**config.mk**
```make
export PLATFORM = sky130hd
export DESIGN_NAME = dcbo_top
export DESIGN_NICKNAME = d
export VERILOG_FILES = /design/src/core/dcbo_dc_filter.v /design/src/core/dcbo_top.v
export VERILOG_INCLUDE_DIRS = /design/src /design/src/core
export SDC_FILE = /design/constraint.sdc
export NUM_CORES = 1
export LEC_CHECK = 0
export BUFFER_PORTS_ARGS = -buffer_cell sky130_fd_sc_hd__buf_4
export CAP_MARGIN = 30
export CORE_MARGIN = 3
export CORE_UTILIZATION = 62
export CTS_BUF_LIST = sky130_fd_sc_hd__clkbuf_4 sky130_fd_sc_hd__clkbuf_8
export DETAILED_ROUTE_END_ITERATION = 12
export GPL_ROUTABILITY_DRIVEN = 0
export PLACE_DENSITY = 0.91
export SLEW_MARGIN = 20
export SYNTH_ARGS = -nofsm -noshare
export SYNTH_HDL_FRONTEND = slang
export SYNTH_SLANG_ARGS = --single-unit
```
**constraint.sdc**
```tcl
create_clock -name clk_i -period 6 [get_ports clk_i]
set_input_delay 0.3 -clock clk_i [delete_from_list [all_inputs] [get_ports clk_i]]
set_output_delay 0.3 -clock clk_i [all_outputs]
set_load 0.02 [all_outputs]
```
**src/core/dcbo_consts.vh**
```
// Purpose: shared constants for the dc block and overrange flag block
// Assumes: 24-bit signed samples, 100 MHz system clock
// Notes: all offsets and fields live here, plus the ctrl reset and master clock counts
`ifndef DCBO_CONSTS_VH
`define DCBO_CONSTS_VH
`define DCBO_SW 24
`define DCBO_ACC_W 40
`define DCBO_SHIFT 16
`define DCBO_POS_FS 24'h7FFFFF
`define DCBO_NEG_FS 24'h800000
`define DCBO_ADDR_W 3
`define DCBO_REG_CTRL 3'h0
`define DCBO_REG_STAT 3'h1
`define DCBO_REG_MASK 3'h2
`define DCBO_REG_TOUT 3'h3
`define DCBO_REG_DCL 3'h4
`define DCBO_REG_DCR 3'h5
`define DCBO_CTRL_HOLD 0
`define DCBO_CTRL_I2S 1
`define DCBO_CTRL_MASTER 2
`define DCBO_CTRL_MODE_LO 3
`define DCBO_CTRL_RST 32'h0000_0000
`define DCBO_STAT_OVL 0
`define DCBO_STAT_OVR 1
`define DCBO_STAT_W 2
`define DCBO_MODE_SS 2'h0
`define DCBO_MODE_DS 2'h1
`define DCBO_MODE_QS 2'h2
`define DCBO_TOUT_W 24
`define DCBO_DLY_LJ 2'h1
`define DCBO_DLY_I2S 2'h2
`define DCBO_MDIV_W 8
`define DCBO_MDIV_HALF 8'h04
`define DCBO_BPF_HALF 5'h1F
`endif

```
**src/core/dcbo_dc_filter.v**
```verilog
// Purpose: one-channel dc removal with estimate hold
// Assumes: sample strobe from the same clock domain
// Notes: leaky integrator estimate, corner set by DCBO_SHIFT
`timescale 1ns/100ps
`include "dcbo_consts.vh"
module dcbo_dc_filter (
  input wire clk_i, // system clock
  input wire rst_n_i, // async reset, active low
  input wire stb_i, // new decimated sample
  input wire hold_i, // freeze the estimate
  input wire [`DCBO_SW-1:0] din_i, // decimated sample
  output reg [`DCBO_SW-1:0] dout_o, // dc-removed sample
  output reg stb_o, // output strobe
  output wire [`DCBO_SW-1:0] est_o // current estimate
);
  reg signed [`DCBO_ACC_W-1:0] acc_q;
  wire signed [`DCBO_SW:0] diff;
  wire signed [`DCBO_SW-1:0] est;
  assign est = acc_q[`DCBO_ACC_W-1:`DCBO_SHIFT];
  assign est_o = est;
  assign diff = $signed({din_i[`DCBO_SW-1], din_i}) - $signed({est[`DCBO_SW-1], est});
  // saturate so a full-scale sample stays at full scale and can be flagged
  function [`DCBO_SW-1:0] sat;
    input [`DCBO_SW:0] v;
    begin
      if (v[`DCBO_SW] != v[`DCBO_SW-1])
        sat = v[`DCBO_SW] ? `DCBO_NEG_FS : `DCBO_POS_FS;
      else
        sat = v[`DCBO_SW-1:0];
    end
  endfunction
  always @(posedge clk_i or negedge rst_n_i) begin
    if (!rst_n_i) begin
      acc_q <= {`DCBO_ACC_W{1'b0}};
      dout_o <= {`DCBO_SW{1'b0}};
      stb_o <= 1'b0;
    end else begin
      stb_o <= stb_i;
      if (stb_i) begin
        dout_o <= sat(diff);
        if (!hold_i)
          acc_q <= acc_q + {{(`DCBO_ACC_W-`DCBO_SW-1){diff[`DCBO_SW]}}, diff};
      end
    end
  end
endmodule // dcbo_dc_filter

```
**src/core/dcbo_top.v**
```verilog
// Purpose: dc block stage plus multiplexed open-drain overrange flag
// Assumes: frame and bit clocks slower than clk_i; avalon-mm slave
// Notes: overrange flags are held until the hold-off timeout expires
`timescale 1ns/100ps
`include "dcbo_consts.vh"
// Contract
// - subtract a running dc estimate from every decimated sample
// - while hold is high the estimate freezes but is still subtracted
// - per-channel overrange flags multiplexed on one active-low open-drain pin
// - flag goes low at the next update point after detection
// - flags return high after timeout with no further overrange
// - overrange on either channel restarts timeout for both
// - pin released when no overflow, driven low when one exists
// - left-justified: pin updates one bit clock after frame edge
// - i2s: pin updates two bit clocks after frame edge
// - master mode makes frame clock at fs and bit clock at 64 fs
module dcbo_top #(
  parameter [`DCBO_TOUT_W-1:0] TOUT_SS = 24'h0186A0, // hold-off cycles, single speed
  parameter [`DCBO_TOUT_W-1:0] TOUT_DS = 24'h00C350, // hold-off cycles, double speed
  parameter [`DCBO_TOUT_W-1:0] TOUT_QS = 24'h0061A8 // hold-off cycles, quad speed
) (
  input wire clk_i, // system clock 100 MHz
  input wire rst_n_i, // async reset, active low
  input wire [`DCBO_ADDR_W-1:0] avs_address_i, // word address
  input wire avs_read_i, // read request
  input wire avs_write_i, // write request
  input wire [31:0] avs_writedata_i, // write data
  output reg [31:0] avs_readdata_o, // read data
  output reg avs_waitrequest_o, // stall
  input wire dc_block_hold_i, // hold pin, or-ed with ctrl bit
  input wire smp_stb_i, // decimated sample pair strobe
  input wire [`DCBO_SW-1:0] smp_l_i, // left sample
  input wire [`DCBO_SW-1:0] smp_r_i, // right sample
  output reg out_stb_o, // filtered pair strobe
  output reg [`DCBO_SW-1:0] out_l_o, // filtered left
  output reg [`DCBO_SW-1:0] out_r_o, // filtered right
  input wire frame_clock_i, // frame clock in slave mode
  input wire bit_clock_i, // bit clock in slave mode
  output reg frame_clock_o, // frame clock in master mode
  output reg bit_clock_o, // bit clock in master mode
  output reg clocks_oe_o, // drive serial clocks (master mode)
  output reg ovfl_n_o, // overrange pin output value
  output reg ovfl_oe_o, // overrange pin enable, high drives low
  output reg irq_o // interrupt, level
);
  reg [31:0] ctrl_q;
  reg [`DCBO_STAT_W-1:0] stat_q, mask_q;
  reg hold_s1_q, hold_s2_q, fc_s1_q, fc_s2_q, fc_s3_q, bc_s1_q, bc_s2_q, bc_s3_q;
  reg [`DCBO_TOUT_W-1:0] tout_q;
  reg flag_l_q, flag_r_q;
  reg [1:0] dly_q;
  reg pend_q;
  reg [`DCBO_MDIV_W-1:0] mdiv_q;
  reg [5:0] bcnt_q;
  wire hold, master, i2s, fc, fc_edge, bc_rise, l_stb, r_stb, ov_l, ov_r, ov_any;
  wire [1:0] mode;
  wire [`DCBO_SW-1:0] fl, fr, est_l, est_r;
  wire [`DCBO_STAT_W-1:0] stat_set;
  reg [`DCBO_TOUT_W-1:0] tout_len;
  reg [31:0] rd_mux;

  assign master = ctrl_q[`DCBO_CTRL_MASTER];
  assign i2s = ctrl_q[`DCBO_CTRL_I2S];
  assign mode = ctrl_q[`DCBO_CTRL_MODE_LO+1:`DCBO_CTRL_MODE_LO];
  assign hold = hold_s2_q | ctrl_q[`DCBO_CTRL_HOLD];

  dcbo_dc_filter u_fl (
    .clk_i(clk_i),
    .rst_n_i(rst_n_i),
    .stb_i(smp_stb_i),
    .hold_i(hold),
    .din_i(smp_l_i),
    .dout_o(fl),
    .stb_o(l_stb),
    .est_o(est_l)
  );
  dcbo_dc_filter u_fr (
    .clk_i(clk_i),
    .rst_n_i(rst_n_i),
    .stb_i(smp_stb_i),
    .hold_i(hold),
    .din_i(smp_r_i),
    .dout_o(fr),
    .stb_o(r_stb),
    .est_o(est_r)
  );

  function is_fs;
    input [`DCBO_SW-1:0] s;
    begin
      is_fs = (s == `DCBO_POS_FS) || (s == `DCBO_NEG_FS);
    end
  endfunction
  assign ov_l = l_stb & is_fs(fl);
  assign ov_r = r_stb & is_fs(fr);
  assign ov_any = ov_l | ov_r;
  assign stat_set = {ov_r, ov_l};

  always @* begin
    case (mode)
      `DCBO_MODE_SS: tout_len = TOUT_SS;
      `DCBO_MODE_DS: tout_len = TOUT_DS;
      `DCBO_MODE_QS: tout_len = TOUT_QS;
      default: tout_len = TOUT_SS;
    endcase
  end

  // frame/bit clock source: own divider in master mode, synchronised pins otherwise
  assign fc = master ? frame_clock_o : fc_s2_q;
  // in master mode the frame clock toggles on the bit rise that ends each 32-bit half
  assign fc_edge = master ? (bc_rise && bcnt_q[4:0] == `DCBO_BPF_HALF) : (fc_s2_q ^ fc_s3_q);
  assign bc_rise = master ? (mdiv_q == `DCBO_MDIV_HALF - 8'h01 && !bit_clock_o)
                          : (bc_s2_q & ~bc_s3_q);

  always @(posedge clk_i or negedge rst_n_i) begin
    if (!rst_n_i) begin
      hold_s1_q <= 1'b0;
      hold_s2_q <= 1'b0;
      fc_s1_q <= 1'b0;
      fc_s2_q <= 1'b0;
      fc_s3_q <= 1'b0;
      bc_s1_q <= 1'b0;
      bc_s2_q <= 1'b0;
      bc_s3_q <= 1'b0;
    end else begin
      hold_s1_q <= dc_block_hold_i;
      hold_s2_q <= hold_s1_q;
      fc_s1_q <= frame_clock_i;
      fc_s2_q <= fc_s1_q;
      fc_s3_q <= fc_s2_q;
      bc_s1_q <= bit_clock_i;
      bc_s2_q <= bc_s1_q;
      bc_s3_q <= bc_s2_q;
    end
  end

  // master clock generation: bit clock = clk/(2*half), frame = bit/64
  always @(posedge clk_i or negedge rst_n_i) begin
    if (!rst_n_i) begin
      mdiv_q <= {`DCBO_MDIV_W{1'b0}};
      bcnt_q <= 6'h00;
      bit_clock_o <= 1'b0;
      frame_clock_o <= 1'b0;
      clocks_oe_o <= 1'b0;
    end else begin
      clocks_oe_o <= master;
      if (!master) begin
        mdiv_q <= {`DCBO_MDIV_W{1'b0}};
        bcnt_q <= 6'h00;
        bit_clock_o <= 1'b0;
        frame_clock_o <= 1'b0;
      end else if (mdiv_q == `DCBO_MDIV_HALF - 8'h01) begin
        mdiv_q <= {`DCBO_MDIV_W{1'b0}};
        bit_clock_o <= ~bit_clock_o;
        if (!bit_clock_o) begin
          bcnt_q <= bcnt_q + 6'h01;
          if (bcnt_q[4:0] == `DCBO_BPF_HALF)
            frame_clock_o <= ~frame_clock_o;
        end
      end else begin
        mdiv_q <= mdiv_q + 8'h01;
      end
    end
  end

  // hold-off flags and pin update timing
  always @(posedge clk_i or negedge rst_n_i) begin
    if (!rst_n_i) begin
      flag_l_q <= 1'b0;
      flag_r_q <= 1'b0;
      tout_q <= {`DCBO_TOUT_W{1'b0}};
      dly_q <= 2'h0;
      pend_q <= 1'b0;
      ovfl_n_o <= 1'b1;
      ovfl_oe_o <= 1'b0;
    end else begin
      if (ov_any) begin
        tout_q <= tout_len;
        if (ov_l)
          flag_l_q <= 1'b1;
        if (ov_r)
          flag_r_q <= 1'b1;
      end else if (tout_q != {`DCBO_TOUT_W{1'b0}}) begin
        tout_q <= tout_q - {{(`DCBO_TOUT_W-1){1'b0}}, 1'b1};
      end else begin
        flag_l_q <= 1'b0;
        flag_r_q <= 1'b0;
      end
      if (fc_edge) begin
        pend_q <= 1'b1;
        dly_q <= i2s ? `DCBO_DLY_I2S : `DCBO_DLY_LJ;
      end else if (pend_q && bc_rise) begin
        if (dly_q == 2'h1) begin
          pend_q <= 1'b0;
          // lj: high frame = left slot, flag latched on falling edge; i2s reversed
          if (fc ^ i2s) begin
            ovfl_oe_o <= flag_l_q;
            ovfl_n_o <= ~flag_l_q;
          end else begin
            ovfl_oe_o <= flag_r_q;
            ovfl_n_o <= ~flag_r_q;
          end
        end
        dly_q <= dly_q - 2'h1;
      end
    end
  end

  // avalon slave: one wait cycle on every access, then answer
  always @* begin
    case (avs_address_i)
      `DCBO_REG_CTRL: rd_mux = ctrl_q;
      `DCBO_REG_STAT: rd_mux = {{(32-`DCBO_STAT_W){1'b0}}, stat_q};
      `DCBO_REG_MASK: rd_mux = {{(32-`DCBO_STAT_W){1'b0}}, mask_q};
      `DCBO_REG_TOUT: rd_mux = {{(32-`DCBO_TOUT_W){1'b0}}, tout_q};
      `DCBO_REG_DCL: rd_mux = {{(32-`DCBO_SW){est_l[`DCBO_SW-1]}}, est_l};
      `DCBO_REG_DCR: rd_mux = {{(32-`DCBO_SW){est_r[`DCBO_SW-1]}}, est_r};
      default: rd_mux = 32'h0000_0000;
    endcase
  end

  always @(posedge clk_i or negedge rst_n_i) begin
    if (!rst_n_i) begin
      ctrl_q <= `DCBO_CTRL_RST;
      stat_q <= {`DCBO_STAT_W{1'b0}};
      mask_q <= {`DCBO_STAT_W{1'b0}};
      avs_waitrequest_o <= 1'b1;
      avs_readdata_o <= 32'h0000_0000;
      irq_o <= 1'b0;
      out_stb_o <= 1'b0;
      out_l_o <= {`DCBO_SW{1'b0}};
      out_r_o <= {`DCBO_SW{1'b0}};
    end else begin
      out_stb_o <= l_stb;
      if (l_stb) begin
        out_l_o <= fl;
        out_r_o <= fr;
      end
      avs_waitrequest_o <= ~((avs_read_i | avs_write_i) & avs_waitrequest_o);
      if ((avs_read_i | avs_write_i) && avs_waitrequest_o) begin
        avs_readdata_o <= avs_read_i ? rd_mux : 32'h0000_0000;
      end
      // writes land at the answering edge, where waitrequest is low; set wins over clear
      if (avs_write_i && !avs_waitrequest_o && avs_address_i == `DCBO_REG_STAT)
        stat_q <= (stat_q & ~avs_writedata_i[`DCBO_STAT_W-1:0]) | stat_set;
      else
        stat_q <= stat_q | stat_set;
      if (avs_write_i && !avs_waitrequest_o && avs_address_i == `DCBO_REG_CTRL)
        ctrl_q <= {27'h0, avs_writedata_i[4:0]};
      if (avs_write_i && !avs_waitrequest_o && avs_address_i == `DCBO_REG_MASK)
        mask_q <= avs_writedata_i[`DCBO_STAT_W-1:0];
      irq_o <= |(stat_q & mask_q);
    end
  end
endmodule // dcbo_top

```
==> run summary <==
LOGIC SYNTHESIS
--------------------------------------------------------------------------------------
Commonest register cell after synthesis                                        dfrtp_1
Number of synthesized register bits                                                269
Cell variety after synth                                                            85
Number of synthesized flops with an enable pin                                       0
Synthesized netlist cell count                                                    1955
Count of yosys warnings during synthesis                                             0
Mean instance size in the synthesized netlist                                9.24 um^2
Netlist area before placement                                               18100 um^2
Nets in the synthesized netlist                                                   2189
Share of flip-flops with an asynchronous set or reset after synthesis             100%
Portion of the post-synthesis area used by sequential elements                   37.3%

CLOCK TREE
--------------------------------------------------------------------------------------
Buffer cell driving the clock tree root                                       clkbuf_8
Clk Latency, worst-skew pair                                                    600 ps
TritonCTS clock tree                                                               yes
Clock buffers created by TritonCTS                                                  47
Clk slew on worst S/H paths                                                      60 ps
Number of levels the H-tree was split into                                           2
Number of buffers on the longest clock path                                          3
Setup bufs post-CTS                                                                  0
Clock Sink Count                                                                   269

CELLS AND AREA
--------------------------------------------------------------------------------------
Multi-input combinational cell area                                         10600 um^2
Footprint of the flip-flops and latches                                      6740 um^2
Number of filler cells placed in the layout                                       1887
Commonest non-fill, non-tap cell in the layout                                 dfrtp_1
Layout Area Growth over Synthesis                                                14.3%
Fraction of final layout cells with drive strength greater than 1                17.2%
Commonest cells after routing, fill and taps aside                        dfrtp_1, nand2_1, o21ai_0, buf_4, ha_1
Total number of nets in the final design                                          2327
Final Core Density                                                               73.1%
Fin cells                                                                         2509

TIMING
--------------------------------------------------------------------------------------
Unrepaired setup endpoints after global routing                                     no
Worst Max-Slew Pin Slew                                                        1010 ps
Fin crit share                                                                   93.9%
Maximum operating frequency                                                    178 MHz
Number of failing hold endpoints at the final stage                                  0
Post-layout worst setup margin                                                  366 ps
Final worst clock skew                                                         42.2 ps
Final Slew Violations                                                                0
Relative slew slack                                                              32.8%
Sum of negative setup slack                                                       0 ps
Final setup violation count                                                          0
Minimum clock period after layout                                              5630 ps

FLOORPLAN
--------------------------------------------------------------------------------------
Die Height                                                                      177 um
I/O pins                                                                           179
Core Footprint                                                              28200 um^2
Floorplan die area                                                          31200 um^2
Placement row count                                                                 61
Die span in x                                                                   177 um
Starting density of the core                                                     63.9%

GLOBAL ROUTING
--------------------------------------------------------------------------------------
First-pass GRT wire length                                                    81400 um
GR met3 Demand/Resource                                                          5.66%
Met2 Use GR                                                                      51.4%
Sum of overflow across all layers after global routing                               0
Largest net degree at the start of global routing                                  153
Via count of the first global-routing pass                                       15800
Routing layer with the top usage in global route                                  met2
Antenna violations before repair                                                     1
Global-route total usage across every layer                                      32.2%
Met1 GRT Util                                                                    43.4%

SETUP PATH
--------------------------------------------------------------------------------------
Worst EP required                                                              6500 ps
Largest driver fanout on the critical path                                           8
Critical path data arrival time                                                6130 ps
Sequence of cells on the critical path                                    inv_1 > ha_1 > o21a_1 > o21ai_0 > a21oi_1 > o21ai_1 > o21ai_0 > a2111oi_2 > o31ai_1 > and2_1 > ha_1 > nand2_1 > or3_1 > a21oi_1 > or2_1 > a211o_1 > a31oi_1 > or4b_2 > nand3_1
Number of buffer and inverter stages on the critical path                            1
Crit path max-delay family                                                compound AO/OA/AOI/OAI gates
Number of cells on the critical path                                                19
Flop2flop setup slack                                                           370 ps
Worst setup EP type                                                               flop
Crit path to                                                              u_fr.acc_q[37]$_DFFE_PN0P_
Source of the worst register-to-register timing path                      u_fr.acc_q[18]$_DFFE_PN0P_
Reg-to-Reg End                                                            u_fr.acc_q[37]$_DFFE_PN0P_
Beginning of the critical path                                            u_fr.acc_q[18]$_DFFE_PN0P_
CP peak stage delay                                                             710 ps
Startpoint Class                                                                  flop
Library cell contributing the largest single delay on the critical path         or4b_2
Reg2reg path depth                                                                  19
Category of the most critical setup path                                       reg2reg

WORST HOLD PATH
--------------------------------------------------------------------------------------
Hold crit path type                                                             in2reg
Number of instances on the worst hold path                                           3

DRT
--------------------------------------------------------------------------------------
DRC Markers                                                                          0
Total number of vias                                                             16400
Avg WL per Cell                                                                20.5 um
Iteration count of the initial detailed-routing pass                                 7
Via-to-Cell Ratio                                                                 6.55
Sum of routed wire length over all layers                                     51400 um
Antenna Nets Post-Route                                                              0
Initial DRC Count                                                                 2118

PLACE
--------------------------------------------------------------------------------------
Post-Place Cells                                                                  2411
Hpwl dp                                                                       36300 um
Pre-CTS WS                                                                      468 ps
Count of port buffers added during placement                                       151

RUN
--------------------------------------------------------------------------------------
Max capacitance violation total                                                      0

RUN STATUS
--------------------------------------------------------------------------------------
Run status                                                                finished clean

[stage by stage]
step	hold WS [ps]	instance area (um^2)
after floorplan	4.41	18100
after global placement	335	19400
after detailed placement	336	19400
after CTS	61.8	20600
after global routing	69.6	20600
final	81.0	20600
[cell usage after synthesis, drive strengths merged, types with 4 or more instances]
cell type  count  area, um^2
nand2b        28         178
a22o          24         210
nand4b         4        35.0
nand3b         6        45.0
a221oi         4        35.0
nand2        199         749
mux2i         31         310
o221a         18         203
nor4b          5        43.8
ha           139        1740
dfrtp        267        6680
a22oi          7        52.6
xor2          53         464
a21o          64         480
or4            5        37.5
a211o          4        35.0
or3            7        43.8
inv          102         383
buf           25         146
and4           6        52.6
and2          14        87.6
o211ai        20         150
or2            8        50.1
nor3b          4        30.0
nand3         45         225
nor2          84         315
maj3          11         111
a211oi         9        72.6
mux2          68         766
o21a          15         113
o22ai          9        56.3
nor3          19        95.1
fa             4        80.1
a311oi         4        35.0
nor4          17         106
nor2b         22         138
and3          17         106
o31ai         11        82.6
clkbuf        59         221
a31oi         19         119
o21bai        17         128
a21oi        136         692
nand4         32         200
xnor2         89         787
o21ai        180         908
[what timing repair did]
item	in CTS	in global routing
resized for setup	0	3
endpoints found under the setup margin	0	4
hold endpoints to repair	128	0
hold buffers	11	0
[worst min path at each step]
| stage | startpoint | endpoint | slack (ps) |
|---|---|---|---|
| 2_1_floorplan | rst_n_i | avs_readdata_o[0]$_DFFE_PN0P_ | 4 |
| 3_3_place_gp | hold_s1_q$_DFF_PN0_ | hold_s2_q$_DFF_PN0_ | 330 |
| 3_5_place_dp | hold_s1_q$_DFF_PN0_ | hold_s2_q$_DFF_PN0_ | 340 |
| 4_1_cts | avs_read_i | avs_readdata_o[1]$_DFFE_PN0P_ | 60 |
| 5_1_grt | avs_read_i | avs_readdata_o[0]$_DFFE_PN0P_ | 70 |
| 6_report | avs_read_i | avs_readdata_o[0]$_DFFE_PN0P_ | 80 |
[state kept, by name, summed over array words and instances, names as in the netlist, 2 cells and up]
register and count:
u_fl.acc_q 40, u_fr.acc_q 40, out_l_o 24, avs_readdata_o 25
u_fl.dout_o 24, ctrl_q 5, u_fr.dout_o 24, stat_q 2
dly_q 2, mask_q 2, mdiv_q 8, tout_q 24
bcnt_q 5, out_r_o 24
[layer usage]
| layer | wire [um] | part of all wire (%) |
|---|---|---|
| met1 | 20400 | 40 |
| met2 | 23600 | 46 |
| met3 | 4940 | 9.6 |
| met4 | 2500 | 4.9 |
| met5 | 0 | 0 |
[logic make-up (layout without fill, tap and decap cells)]
group,after synthesis,after routing,synth area share [%]
other cells,0,1,0
flops,269,269,37.3
simple gates,529,529,14.4
mux,100,100,6.08
fa+ha+maj,154,154,10.7
compound gates,575,575,20.4
buf+inv,186,361,4.16
xor+xnor,142,142,6.93
[worst register-to-register path, delay by kind of cell (launching register included)]
kind | cells | cell delay [ps]
buf+inv | 1 | 70
compound gates | 10 | 2490
flops | 1 | 440
simple gates | 6 | 1780
fa+ha+maj | 2 | 750
[layout make-up]
cell class / count / area share (%)
Clock buffer: 63 / 3.93
Clock inverter: 23 / 1.42
Sequential cell: 269 / 32.6
Timing Repair Buffer: 173 / 6.54
Inverter: 102 / 1.85
Antenna cell: 1 / 0.0121
Multi-Input combinational cell: 1500 / 51.3
Tap cell: 378 / 2.29
Power is not shown: default switching activity piles up to over one toggle a cycle in this logic, so the estimate is an artifact.
